`config.mk`:
```
export PLATFORM = sky130hd
export DESIGN_NAME = bus_master
export DESIGN_NICKNAME = d
export VERILOG_FILES = /design/src/bus_master_pkg.sv /design/src/irq_if.sv /design/src/irq_gate.sv /design/src/bus_master.sv
export VERILOG_INCLUDE_DIRS = /design/src
export SDC_FILE = /design/constraint.sdc
export NUM_CORES = 1
export LEC_CHECK = 0
export BUFFER_PORTS_ARGS = -buffer_cell sky130_fd_sc_hd__buf_2
export CAP_MARGIN = 10
export CORE_MARGIN = 4
export CORE_UTILIZATION = 48
export CTS_BUF_LIST = sky130_fd_sc_hd__clkbuf_4 sky130_fd_sc_hd__clkbuf_8
export CTS_CLUSTER_SIZE = 12
export DETAILED_ROUTE_END_ITERATION = 8
export GPL_ROUTABILITY_DRIVEN = 1
export PLACE_DENSITY_LB_ADDON = 0.08
export SLEW_MARGIN = 0
export SYNTH_ARGS = -nofsm -noshare
export SYNTH_HDL_FRONTEND = slang
export SYNTH_HIERARCHICAL = 1
export SYNTH_SLANG_ARGS = --single-unit
```
`constraint.sdc`:
```
create_clock -name mclk -period 1.89 [get_ports mclk]
set_clock_uncertainty 0.05 [all_clocks]
set_input_delay 0 -clock mclk [delete_from_list [all_inputs] [get_ports mclk]]
set_output_delay 0 -clock mclk [all_outputs]
set_load 0.02 [all_outputs]
```
`src/bus_master_regs.svh`:
```
// named pin levels and mode codes for the bus master block
// assumes inclusion by bare name from the gate and bus master design files
`ifndef BUS_MASTER_REGS_SVH
`define BUS_MASTER_REGS_SVH
`define PIN_HIGH 1'b1
`define PIN_LOW 1'b0
`define DIR_READ 1'b1
`define DIR_WRITE 1'b0
`define STYLE_WIDE 1'b1
`define IRQ_SRC_COUNT 16
`endif

```
`src/bus_master_pkg.sv`:
```
// types shared by the bus master files
// assumes the constants header is compiled alongside
package bus_master_pkg;
  typedef enum logic [6:0] {
    ST_IDLE = 7'h01,
    ST_REQ = 7'h02,
    ST_OWN = 7'h04,
    ST_ADDR = 7'h08,
    ST_STRB = 7'h10,
    ST_TERM = 7'h20,
    ST_REL = 7'h40
  } master_state_e;
endpackage

```
`src/irq_if.sv`:
```
// carrier between the bus master top and its interrupt gate
// assumes one clock domain; the top drives status and mask
`timescale 1ns/1ps
interface irq_if #(parameter int N = 16);
  logic [N-1:0] status;
  logic [N-1:0] mask;
  logic line_q;
  modport gate (input status, input mask, output line_q);
  modport user (output status, output mask, input line_q);
endinterface

```
`src/irq_gate.sv`:
```
// interrupt gate: registered or-reduction of pending and enabled sources
// assumes synchronous status and mask inputs
`timescale 1ns/1ps
`include "bus_master_regs.svh"
module irq_gate (
  input wire logic mclk,
  input wire logic rst_n,
  irq_if.gate irq
);
  logic line_d;

  always_comb begin
    line_d = |(irq.status & irq.mask);
  end

  always_ff @(posedge mclk or negedge rst_n) begin
    if (!rst_n) begin
      irq.line_q <= `PIN_LOW;
    end else begin
      irq.line_q <= line_d;
    end
  end

  irq_pending_a: assert property (@(posedge mclk) disable iff (!rst_n)
    |(irq.status & irq.mask) |=> irq.line_q)
    else $error("enabled pending source did not raise interrupt");
  irq_masked_a: assert property (@(posedge mclk) disable iff (!rst_n)
    ((irq.status & irq.mask) == '0) |=> !irq.line_q)
    else $error("masked source raised interrupt");
endmodule

```
`src/bus_master.sv`:
```
// bus master acquire sequence, memory cycle strobes and interrupt pin
// assumes all pin inputs synchronous to mclk; pads resolve output enables
`timescale 1ns/1ps
`include "bus_master_regs.svh"
module bus_master #(
  parameter int IRQ_N = `IRQ_SRC_COUNT
) (
  input wire logic mclk,
  input wire logic rst_n,
  input wire logic cycle_req,
  input wire logic cycle_write,
  output logic cycle_done,
  output logic bus_owned,
  input wire logic bus_style_select,
  input wire logic [IRQ_N-1:0] irq_status,
  input wire logic [IRQ_N-1:0] irq_mask,
  output logic interrupt_o,
  output logic interrupt_oe,
  output logic bus_request_out_o,
  output logic bus_request_out_oe,
  input wire logic bus_grant_in_n,
  input wire logic grant_acknowledge_i,
  output logic grant_acknowledge_o,
  output logic grant_acknowledge_oe,
  input wire logic address_strobe_i,
  output logic address_strobe_o,
  output logic address_strobe_oe,
  output logic memory_direction_o,
  output logic memory_direction_oe,
  input wire logic data_size_ack_low_n,
  input wire logic data_size_ack_high_n
);
  bus_master_pkg::master_state_e state_q, state_d;
  logic req_oe_q, req_oe_d;
  logic ack_oe_q, ack_oe_d;
  logic strobe_q, strobe_d;
  logic strobe_oe_q, strobe_oe_d;
  logic dir_q, dir_d;
  logic dir_oe_q, dir_oe_d;
  logic done_q, done_d;
  logic int_out_q;
  logic bus_free;
  logic cycle_end;

  irq_if #(.N(IRQ_N)) irq ();

  assign irq.status = irq_status;
  assign irq.mask = irq_mask;

  irq_gate u_irq_gate (
    .mclk(mclk),
    .rst_n(rst_n),
    .irq(irq)
  );

  // open collector: drive low while any enabled source pends
  always_ff @(posedge mclk or negedge rst_n) begin
    if (!rst_n) begin
      int_out_q <= `PIN_LOW;
    end else begin
      int_out_q <= `PIN_LOW;
    end
  end

  assign interrupt_o = int_out_q;
  assign interrupt_oe = irq.line_q;

  // ownership may be taken only when grant seen and previous parties are gone
  always_comb begin
    bus_free = (bus_grant_in_n == `PIN_LOW)
      && (address_strobe_i == `PIN_HIGH)
      && (data_size_ack_low_n == `PIN_HIGH)
      && (data_size_ack_high_n == `PIN_HIGH)
      && (grant_acknowledge_i == `PIN_HIGH);
  end

  // wide bus needs both acks, narrow bus only the upper one
  always_comb begin
    if (bus_style_select == `STYLE_WIDE) begin
      cycle_end = (data_size_ack_low_n == `PIN_LOW) && (data_size_ack_high_n == `PIN_LOW);
    end else begin
      cycle_end = (data_size_ack_high_n == `PIN_LOW);
    end
  end

  always_comb begin
    state_d = state_q;
    req_oe_d = req_oe_q;
    ack_oe_d = ack_oe_q;
    strobe_d = strobe_q;
    strobe_oe_d = strobe_oe_q;
    dir_d = dir_q;
    dir_oe_d = dir_oe_q;
    done_d = 1'b0;
    case (state_q)
      bus_master_pkg::ST_IDLE: begin
        if (cycle_req) begin
          req_oe_d = 1'b1;
          state_d = bus_master_pkg::ST_REQ;
        end
      end
      bus_master_pkg::ST_REQ: begin
        if (bus_free) begin
          req_oe_d = 1'b0;
          ack_oe_d = 1'b1;
          strobe_d = `PIN_HIGH;
          strobe_oe_d = 1'b1;
          state_d = bus_master_pkg::ST_OWN;
        end
      end
      bus_master_pkg::ST_OWN: begin
        dir_d = cycle_write ? `DIR_WRITE : `DIR_READ;
        dir_oe_d = 1'b1;
        state_d = bus_master_pkg::ST_ADDR;
      end
      bus_master_pkg::ST_ADDR: begin
        strobe_d = `PIN_LOW;
        state_d = bus_master_pkg::ST_STRB;
      end
      bus_master_pkg::ST_STRB: begin
        if (cycle_end) begin
          strobe_d = `PIN_HIGH;
          done_d = 1'b1;
          state_d = bus_master_pkg::ST_TERM;
        end
      end
      bus_master_pkg::ST_TERM: begin
        if (cycle_req) begin
          dir_d = cycle_write ? `DIR_WRITE : `DIR_READ;
          state_d = bus_master_pkg::ST_ADDR;
        end else begin
          ack_oe_d = 1'b0;
          strobe_oe_d = 1'b0;
          dir_oe_d = 1'b0;
          state_d = bus_master_pkg::ST_REL;
        end
      end
      bus_master_pkg::ST_REL: begin
        state_d = bus_master_pkg::ST_IDLE;
      end
      default: begin
        req_oe_d = 1'b0;
        ack_oe_d = 1'b0;
        strobe_oe_d = 1'b0;
        dir_oe_d = 1'b0;
        state_d = bus_master_pkg::ST_IDLE;
      end
    endcase
  end

  always_ff @(posedge mclk or negedge rst_n) begin
    if (!rst_n) begin
      state_q <= bus_master_pkg::ST_IDLE;
      req_oe_q <= 1'b0;
      ack_oe_q <= 1'b0;
      strobe_q <= `PIN_HIGH;
      strobe_oe_q <= 1'b0;
      dir_q <= `DIR_READ;
      dir_oe_q <= 1'b0;
      done_q <= 1'b0;
    end else begin
      state_q <= state_d;
      req_oe_q <= req_oe_d;
      ack_oe_q <= ack_oe_d;
      strobe_q <= strobe_d;
      strobe_oe_q <= strobe_oe_d;
      dir_q <= dir_d;
      dir_oe_q <= dir_oe_d;
      done_q <= done_d;
    end
  end

  // request and acknowledge are open-collector style: level fixed low, enable carries the state
  assign bus_request_out_o = int_out_q;
  assign bus_request_out_oe = req_oe_q;
  assign grant_acknowledge_o = int_out_q;
  assign grant_acknowledge_oe = ack_oe_q;
  assign address_strobe_o = strobe_q;
  assign address_strobe_oe = strobe_oe_q;
  assign memory_direction_o = dir_q;
  assign memory_direction_oe = dir_oe_q;
  assign cycle_done = done_q;
  assign bus_owned = ack_oe_q;

  strobe_fall_valid_a: assert property (@(posedge mclk) disable iff (!rst_n)
    $fell(address_strobe_o) |-> address_strobe_oe && memory_direction_oe && $past(memory_direction_oe))
    else $error("strobe fell before direction was valid");
  strobe_rise_end_a: assert property (@(posedge mclk) disable iff (!rst_n)
    (state_q == bus_master_pkg::ST_STRB) && cycle_end |=> address_strobe_o && cycle_done)
    else $error("strobe did not rise at cycle end");
  dir_level_a: assert property (@(posedge mclk) disable iff (!rst_n)
    (state_q == bus_master_pkg::ST_OWN) |=> (memory_direction_o == !$past(cycle_write)))
    else $error("direction level wrong for transfer");
  request_on_need_a: assert property (@(posedge mclk) disable iff (!rst_n)
    (state_q == bus_master_pkg::ST_IDLE) && cycle_req |=> bus_request_out_oe && !bus_request_out_o)
    else $error("request not pulled low when bus needed");
  request_idle_off_a: assert property (@(posedge mclk) disable iff (!rst_n)
    (state_q == bus_master_pkg::ST_IDLE) |-> !bus_request_out_oe)
    else $error("request driven while idle");
  ack_needs_free_a: assert property (@(posedge mclk) disable iff (!rst_n)
    $rose(grant_acknowledge_oe) |-> $past(bus_free) && $past(bus_grant_in_n == `PIN_LOW))
    else $error("acknowledge taken without grant and free bus");
  wide_term_a: assert property (@(posedge mclk) disable iff (!rst_n)
    (state_q == bus_master_pkg::ST_STRB) && (data_size_ack_high_n == `PIN_HIGH) |=> !cycle_done)
    else $error("cycle ended without upper ack");
  release_request_a: assert property (@(posedge mclk) disable iff (!rst_n)
    $rose(grant_acknowledge_oe) |-> !bus_request_out_oe ##1 grant_acknowledge_oe [*2])
    else $error("request kept after acknowledge");
  not_owner_off_a: assert property (@(posedge mclk) disable iff (!rst_n)
    !grant_acknowledge_oe |-> !address_strobe_oe && !memory_direction_oe)
    else $error("strobes driven without ownership");
endmodule

```
Yosys cells after proc, flatten, opt, wreduce, memory -nomap -nowiden

Cells that the tools add are included.
Widths: inputs -> output; s select.

Register bits: 14
Bits of input ports: 42
Output and inout port bits: 12
Logic and storage cells: 64

Eq/ne operators: 12
Mux-type cells: 20
Bitwise gates (word level): 7
Reductions and logical operators: 17

Operators with widths:

| operator           | count |
|---|---|
| $pmux 7 s6         | 1 |
| $mux 7             | 4 |
| $and 16x16->16     | 1 |
| $reduce_or 16->1   | 1 |
| $reduce_or 5->1    | 3 |
| $pmux 1 s3         | 4 |
| $reduce_and 3->1   | 4 |
| $mux 1             | 10 |
| $ne 2x2->1 const B | 5 |
| $eq 7x1->1 const B | 1 |
| $eq 7x2->1 const B | 1 |
| $eq 7x3->1 const B | 1 |
| $eq 7x4->1 const B | 1 |
| $eq 7x5->1 const B | 1 |
| $eq 7x6->1 const B | 1 |
| $eq 7x7->1 const B | 1 |
| $not 1->1          | 6 |
| $logic_and 1x1->1  | 5 |
| $reduce_and 2->1   | 2 |
| $reduce_bool 3->1  | 1 |
| $pmux 1 s2         | 1 |
| $reduce_bool 2->1  | 1 |

Longest topological paths before layout

Gate-level depths: netlist (run 1).

Depth in word-level cells: 7
Depth in mapped cells: 6
Mapped depth without buffers: 4

Modules after synthesis

The synthesis (run 1) kept the hierarchy.

Modules (own cells, without submodules):

| module     | times used | cells each | area each (um^2) | seq. area each (um^2) |
|---|---|---|---|---|
| bus_master | 1          | 113        | 1006.0           | 329.1 |
| irq_gate   | 1          | 10         | 126.4            | 25.0 |

Worst setup path after synthesis (run 1)

No wires, ideal clock.

Path type: reg2reg
From: reg state_q[0]
To: reg req_oe_q (netlist: bus_request_out_oe)
Setup time: 0.126 ns
Arrival time: 1.358 ns
Data required time: 1.714 ns
Setup slack: 0.356 ns
Stages on the path, launching flop included: 6
Buffers on the path: 1
Clock period less this slack: 1.534 ns
Path through: dfstp_2 > buf_2 > nor2_1 > a32oi_1 > a41oi_1 > a311o_1

Longest elaborated chain between the ends: 4
Elaborated cells between the ends (all ways): 13
Classes of those cells: 9 x eq/ne; 1 x mux; 1 x bitwise; 2 x reduce/logical

RTL lines:

| element                                  | line              | text |
|---|---|---|
| from (decl)                              | bus_master.sv:33  | `bus_master_pkg::master_state_e state_q, state_d;` |
| from (signal assigned)                   | bus_master.sv:153 | `state_q <= bus_master_pkg::ST_IDLE;` |
| from (signal assigned)                   | bus_master.sv:162 | `state_q <= state_d;` |
| $eq 7x6->1, or another cell as far along | bus_master.sv:95  | `case (state_q)` |
| $reduce_or 5->1 (no line)                | -                 |  |
| $not 1->1 (no line)                      | -                 |  |
| $reduce_and 3->1 (no line)               | -                 |  |
| to (signal assigned)                     | bus_master.sv:163 | `req_oe_q <= req_oe_d;` |
| to (decl)                                | bus_master.sv:34  | `logic req_oe_q, req_oe_d;` |

Several ways; a longest one is shown, not always the timed one.
A chain may end at the register's enable or synchronous reset.

Worst setup path after layout (run 1)

From: reg state_q[4]
To: reg req_oe_q (netlist: bus_request_out_oe)

The elaborated chain is that of the path after synthesis.

==> results of run 1 <==
## critical path, delay by kind of cell, from the launching register on
| family | cells | cell delay [ns] |
|---|---|---|
| AOI/OAI and AO/OA | 3 | 0.71 |
| DFF | 1 | 0.69 |
| and+or+nand+nor | 1 | 0.19 |
## where the power goes
part	switching (mW)	leakage, nW	internal [mW]
sequential	0.0908	0.177	0.361
clock	0.103	0.0184	0.0961
combinational	0.266	0.483	0.233
total	0.460	0.679	0.690
## cells in the final DEF, fill, tap and decap left out, types with 2 or more instances in the layout
| master | netlist | layout |
|---|---|---|
| a22o_1 | 4 | 4 |
| a221oi_2 | 4 | 4 |
| dlygate4sd3_1 | 0 | 13 |
| nand2b_1 | 3 | 3 |
| nor3_1 | 4 | 4 |
| xnor2_1 | 2 | 2 |
| nand2_1 | 5 | 5 |
| inv_1 | 5 | 5 |
| nor2b_1 | 4 | 4 |
| o2111ai_1 | 2 | 2 |
| a32oi_1 | 2 | 2 |
| nand4b_1 | 2 | 2 |
| nor4b_1 | 5 | 5 |
| nand4_1 | 5 | 5 |
| dfstp_2 | 3 | 3 |
| o21ai_0 | 4 | 4 |
| nand3b_1 | 2 | 2 |
| conb_1 | 1 | 3 |
| xor2_1 | 4 | 4 |
| nor2_1 | 9 | 9 |
| dfrtp_1 | 11 | 11 |
| nand3_1 | 3 | 3 |
| o22ai_1 | 2 | 2 |
| clkbuf_4 | 0 | 4 |
| buf_2 | 6 | 50 |
## metal layers
layer  global-route usage [%]  vias up
li1                         -      576
met1                    27.82      567
met2                    34.98       60
met3                    3.908        6
met4                    5.424        0
met5                        0        -
## repair_timing
item / 4_1_cts / 5_1_grt
gates resized for setup: 0 / 0
hold buffers: 13 / 0
hold endpoints to repair: 20 / 0
## how the worst max path moves through the flow
stage	to	from	slack, ns
finish	bus_request_out_oe	state_q[4]	0.13
global route	bus_request_out_oe	state_q[4]	0.02
CTS	bus_request_out_oe	state_q[4]	0.17
detailed placement	address_strobe_oe	state_q[4]	0.20
global placement	address_strobe_oe	state_q[4]	0.24
floorplan	bus_request_out_oe	state_q[0]	0.36
## flip-flops by register name (all words and copies together) (netlist names)
signal and cells:
u_irq_gate/irq.line_q 1, cycle_done 1, address_strobe_oe 1, state_q 7
memory_direction_o 1, bus_request_out_oe 1, memory_direction_oe 1, address_strobe_o 1
## logic make-up after synthesis
logic type,count (synthesis),synth area share (%)
AOI/OAI and AO/OA,34,27.41
DFF,14,31.27
xor gates and xnor gates,6,4.641
buffers and inverters,19,9.613
muxes,1,0.8840
and+or+nand+nor,48,25.86
other,1,0.3312
## layout make-up
type,count,area share (%)
multi-input cells,92,45.27
flip-flops and latches,14,23.68
inverters,5,1.255
clock buffers,4,2.008
well taps,28,2.343
repair buffers,63,25.44
## metrics by stage
stage               hold slack, ns  utilization (%)
detailed placement         -0.1245            59.78
finish                     0.03363            66.95
CTS                        0.02106            66.95
global placement           -0.1338            59.78
global route               0.05775            66.95
floorplan                  -0.3456                -
==> run summary, run 1 <==
Max-Cap Viols: 0
cts bufs inserted: 3
Final Max Tran Viols: 0
layout cell share with drive strength beyond 1: 37.64%
io pins: 54
Post-Syn Area: 0.001132 sq mm
global-route wire length before repair: 5471 um
CP endpoint kind: register
count leader, synth: dfrtp_1
dpl ws: 0.1995 ns
post-synthesis cell count: 123
Worst Hold End: state_q[2]
RSZ-0062 raised after global routing: no
CP Cell Sequence: nor2_1 -> a32oi_1 -> a41oi_1 -> a311o_1
crit path launch type: register
CP Data Arrival Time: 1.86 ns
total iterations of the first detailed-routing run: 5
Die Area: 0.003200 sq mm
R2R setup slack: 0.13 ns
area delta synth->final: 32.04%
met1 WL: 1268 um
Post-synth ARST share: 100.0%
Yosys reg bits: 14
largest net degree at the start of global routing: 17
Yosys top cell by area: dfrtp_1
fillcell total: 196
power per cell area: 769.0 mW/mm^2
setup violators final: 0
final worst slack: 0.1338 ns
post-route non-filler standard cell count: 206
routability congestion estimate: 0.8405
top cell type's share of synthesized area: 24.31%
all-layer global routing usage: 21.05%
WL met3: 242 um
Fin. Hold Viols: 0
# Post-CTS Setup Buffers: 0
Fmax: 0.5694 GHz
design area: 0.001495 sq mm
I/O Buffers: 50
hold_sp: bus_grant_in_n
clock insertion delay at the later pin of the skew report: 0.28 ns
total number of vias: 1209
VDD IR max: 0.0005740 V
sequential element share of the synthesized area: 31.27%
post-route minimum period: 1.756 ns
vias in the first global route: 1204
Layout Nets: 221
Worst slew margin: 62.51%
Post-Route Setup TNS: 0 ns
Final Cycle Share: 92.92%
Die Width: 56.57 um
num rows: 17
Initial Util: 50.70%
Congestion Overflow GR: 0
placed insts: 189
worst-case clock buffer depth: 2
wire length per cell: 15.21 um
Reg-to-Reg End: bus_request_out_oe
met2 wire len: 1559 um
area of the multi-input gates: 676.9 sq um
1st-iter DRT viols: 36
Main synth FF type: dfrtp_1
via/cell ratio: 5.869
Seq. cell area: 354.1 sq um
EDFF count, synth: 0
slowest CP cell: dfrtp_1
post-route ant nets: 0
type of the most critical hold path: primary input to register
run status: finished clean
count of cell types in the netlist: 49
final WL: 3134 um
yosys warns: 6
Synth Area per Inst: 9.206 sq um
WP data required: 2.00 ns
Reg clk slew, reported paths: 0.10 ns
reg2reg path depth: 4
Worst path max stage delay: 0.69 ns
CTS H-tree depth: 1
crit-path max FO: 16
most frequent cells after synthesis: dfrtp_1, nor2_1, buf_2, buf_4
Worst Hold Depth: 4
Pleak: 0.6788 nW
CTS tree: built
power after layout: 1.150 mW
Die Height: 56.57 um
DR top layer: met4
CORE AREA: 0.002233 sq mm
reg2reg start: state_q[4]
DP Wirelength: 2298 um
initial antenna violation count: 0
CP Class: register to register
Least-Margin Pin Slew: 0.5623 ns
Placed Instance Area: 0.001335 sq mm
antenna fix cells: 0
largest cells by area after synthesis: dfrtp_1, dfstp_2, a221oi_2
CTS Root Cell: clkbuf_4
Sinks on Clock Net: 14
DRC viols: 0
No activity file was read; power rests on OpenSTA's default activity.
==> run 2, diff against run 1 <==
- CELL_PAD_IN_SITES_DETAIL_PLACEMENT: default -> 1
- CELL_PAD_IN_SITES_GLOBAL_PLACEMENT: default -> 2
- CORE_UTILIZATION: 48 -> 27
==> run summary, run 2 (synthesis results as in run 1) <==
run status: finished clean (unchanged)
crit path launch type: register (unchanged)
total iterations of the first detailed-routing run: 2 (was 5)
Die Area: 0.005294 sq mm (was 0.003200 sq mm)
Max-Cap Viols: 0 (unchanged)
DP Wirelength: 2907 um (was 2298 um)
Sinks on Clock Net: 14 (unchanged)
total number of vias: 1180 (was 1209)
Post-CTS Resized: 0 (unchanged)
Layout Nets: 220 (was 221)
CTS Root Cell: clkbuf_8 (was clkbuf_4)
worst-case clock buffer depth: 2 (unchanged)
post-route minimum period: 1.735 ns (was 1.756 ns)
P_sw: 0.4881 mW (was 0.4600 mW)
Worst slew margin: 59.62% (was 62.51%)
cts bufs inserted: 3 (unchanged)
R2R setup slack: 0.16 ns (was 0.13 ns)
Die Height: 72.76 um (was 56.57 um)
clock insertion delay at the later pin of the skew report: 0.25 ns (was 0.28 ns)
sw frac: 39.26% (was 40.01%)
1st-iter DRT viols: 31 (was 36)
CORE AREA: 0.004029 sq mm (was 0.002233 sq mm)
vias in the first global route: 1264 (was 1204)
slowest CP cell: dfrtp_1 (unchanged)
all-layer global routing usage: 15.20% (was 21.05%)
num rows: 23 (was 17)
Least-Margin Pin Slew: 0.6010 ns (was 0.5623 ns)
Flop pwr share: 36.5% (was 39.3%)
via/cell ratio: 5.198 (was 5.869)
final WL: 3742 um (was 3134 um)
initial antenna violation count: 0 (unchanged)
Internal Power: 0.7553 mW (was 0.6898 mW)
CP Cell Sequence: nor3_4 -> nand4_1 -> a31oi_1 -> a22oi_2 (was nor2_1 -> a32oi_1 -> a41oi_1 -> a311o_1)
VDD IR max: 0.0003537 V (was 0.0005740 V)
final worst slack: 0.1553 ns (was 0.1338 ns)
number of flip-flops in the largest register: 7 (unchanged)
CTS H-tree depth: 1 (unchanged)
power after layout: 1.243 mW (was 1.150 mW)
Fin. Hold Viols: 0 (unchanged)
Worst path max stage delay: 0.56 ns (was 0.69 ns)
routability congestion estimate: 0.7551 (was 0.8405)
wire length per cell: 16.48 um (was 15.21 um)
io pins: 54 (unchanged)
type of the most critical hold path: primary input to register (unchanged)
Congestion Overflow GR: 0 (unchanged)
CTS tree: built (unchanged)
Die Width: 72.76 um (was 56.57 um)
CP Class: register to register (unchanged)
DRC viols: 0 (unchanged)
WP data required: 1.96 ns (was 2.00 ns)
Pleak: 0.6844 nW (was 0.6788 nW)
RSZ-0062 raised after global routing: no (unchanged)
commonest non-fill, non-tap cell in the layout: buf_2 (unchanged)
global-route wire length before repair: 6237 um (was 5471 um)
Final Cycle Share: 91.78% (was 92.92%)
I/O Buffers: 50 (unchanged)
dpl ws: 0.1786 ns (was 0.1995 ns)
layout cell share with drive strength beyond 1: 38.42% (was 37.64%)
clock network power share: 22.5% (was 17.3%)
Post-Route Setup TNS: 0 ns (unchanged)
crit-path max FO: 14 (was 16)
largest reg by FF count: state_q (unchanged)
setup violators final: 0 (unchanged)
post-route ant nets: 0 (unchanged)
CP Data Arrival Time: 1.80 ns (was 1.86 ns)
power per cell area: 813.2 mW/mm^2 (was 769.0 mW/mm^2)
area delta synth->final: 35.03% (was 32.04%)
Final Max Tran Viols: 0 (unchanged)
antenna fix cells: 0 (unchanged)
most frequent cells in the layout: buf_2, dfrtp_1, dlygate4sd3_1 (was buf_2, dlygate4sd3_1, dfrtp_1)
Initial Util: 28.11% (was 50.70%)
combinational share of power: 41.0% (was 43.4%)
Reg clk slew, reported paths: 0.06 ns (was 0.10 ns)
CP endpoint kind: register (unchanged)
Fmax: 0.5765 GHz (was 0.5694 GHz)
largest net degree at the start of global routing: 17 (unchanged)
## run 2: area by class of cell
class	count	area, sq um
fill	510	2500
multi-input combinational	92	676.9
timing repair buffer	62	367.9
sequential	14	354.1
tap	50	62.56
clock buffer	4	48.80
inverter	5	18.77
## run 2: power by group through the flow
stage                     logic [mW]  clock network [mW]  registers, mW
after detailed placement       0.491                   0          0.461
after CTS                      0.516               0.293          0.455
after floorplan                0.364                   0          0.419
after global placement         0.480                   0          0.456
final                          0.509               0.280          0.454
after global routing           0.560               0.309          0.470
## run 2: final timing paths
| kind | cells past startpoint | end | start |
|---|---|---|---|
| hold reg to reg | 2 | memory_direction_o | memory_direction_o |
| max in group asynchronous | 2 | memory_direction_o | rst_n |
| min in group asynchronous | 2 | state_q[2] | rst_n |
| setup reg to reg | 4 | address_strobe_oe | state_q[4] |
| hold / removal | 3 | cycle_done | data_size_ack_high_n |
| setup / recovery | 4 | address_strobe_oe | state_q[4] |
## run 2: per-stage QoR
stage                     instances  cell area (sq um)  hold WS, ns  utilization [%]
after floorplan                 125               1140      -0.3456                -
after global placement          212               1370      -0.1230            34.01
after detailed placement        212               1370      -0.1182            34.01
after CTS                       227               1529      0.03471            37.95
after global routing            227               1529      0.05417            37.95
final                           227               1529      0.02849            37.95
## run 2: layer usage
layer  vias up  GRT usage, %  share of wire, %
met1       574         18.69                42
met3         5         2.479               4.2
li1        569             -                 -
met2        32         26.95                52
met4         0         4.713               1.9
met5         -             0                 0
## run 2: worst max-delay path, delay by kind of cell, from the launching register on
kind / cells / cell delay [ns]
and+or+nand+nor: 2 / 0.64
DFF: 1 / 0.56
AOI/OAI and AO/OA: 2 / 0.34
## run 2: timing repair
action | CTS | global route
hold buffers | 11 | 0
buffers inserted | 0 | 0
hold endpoints to repair | 18 | 0
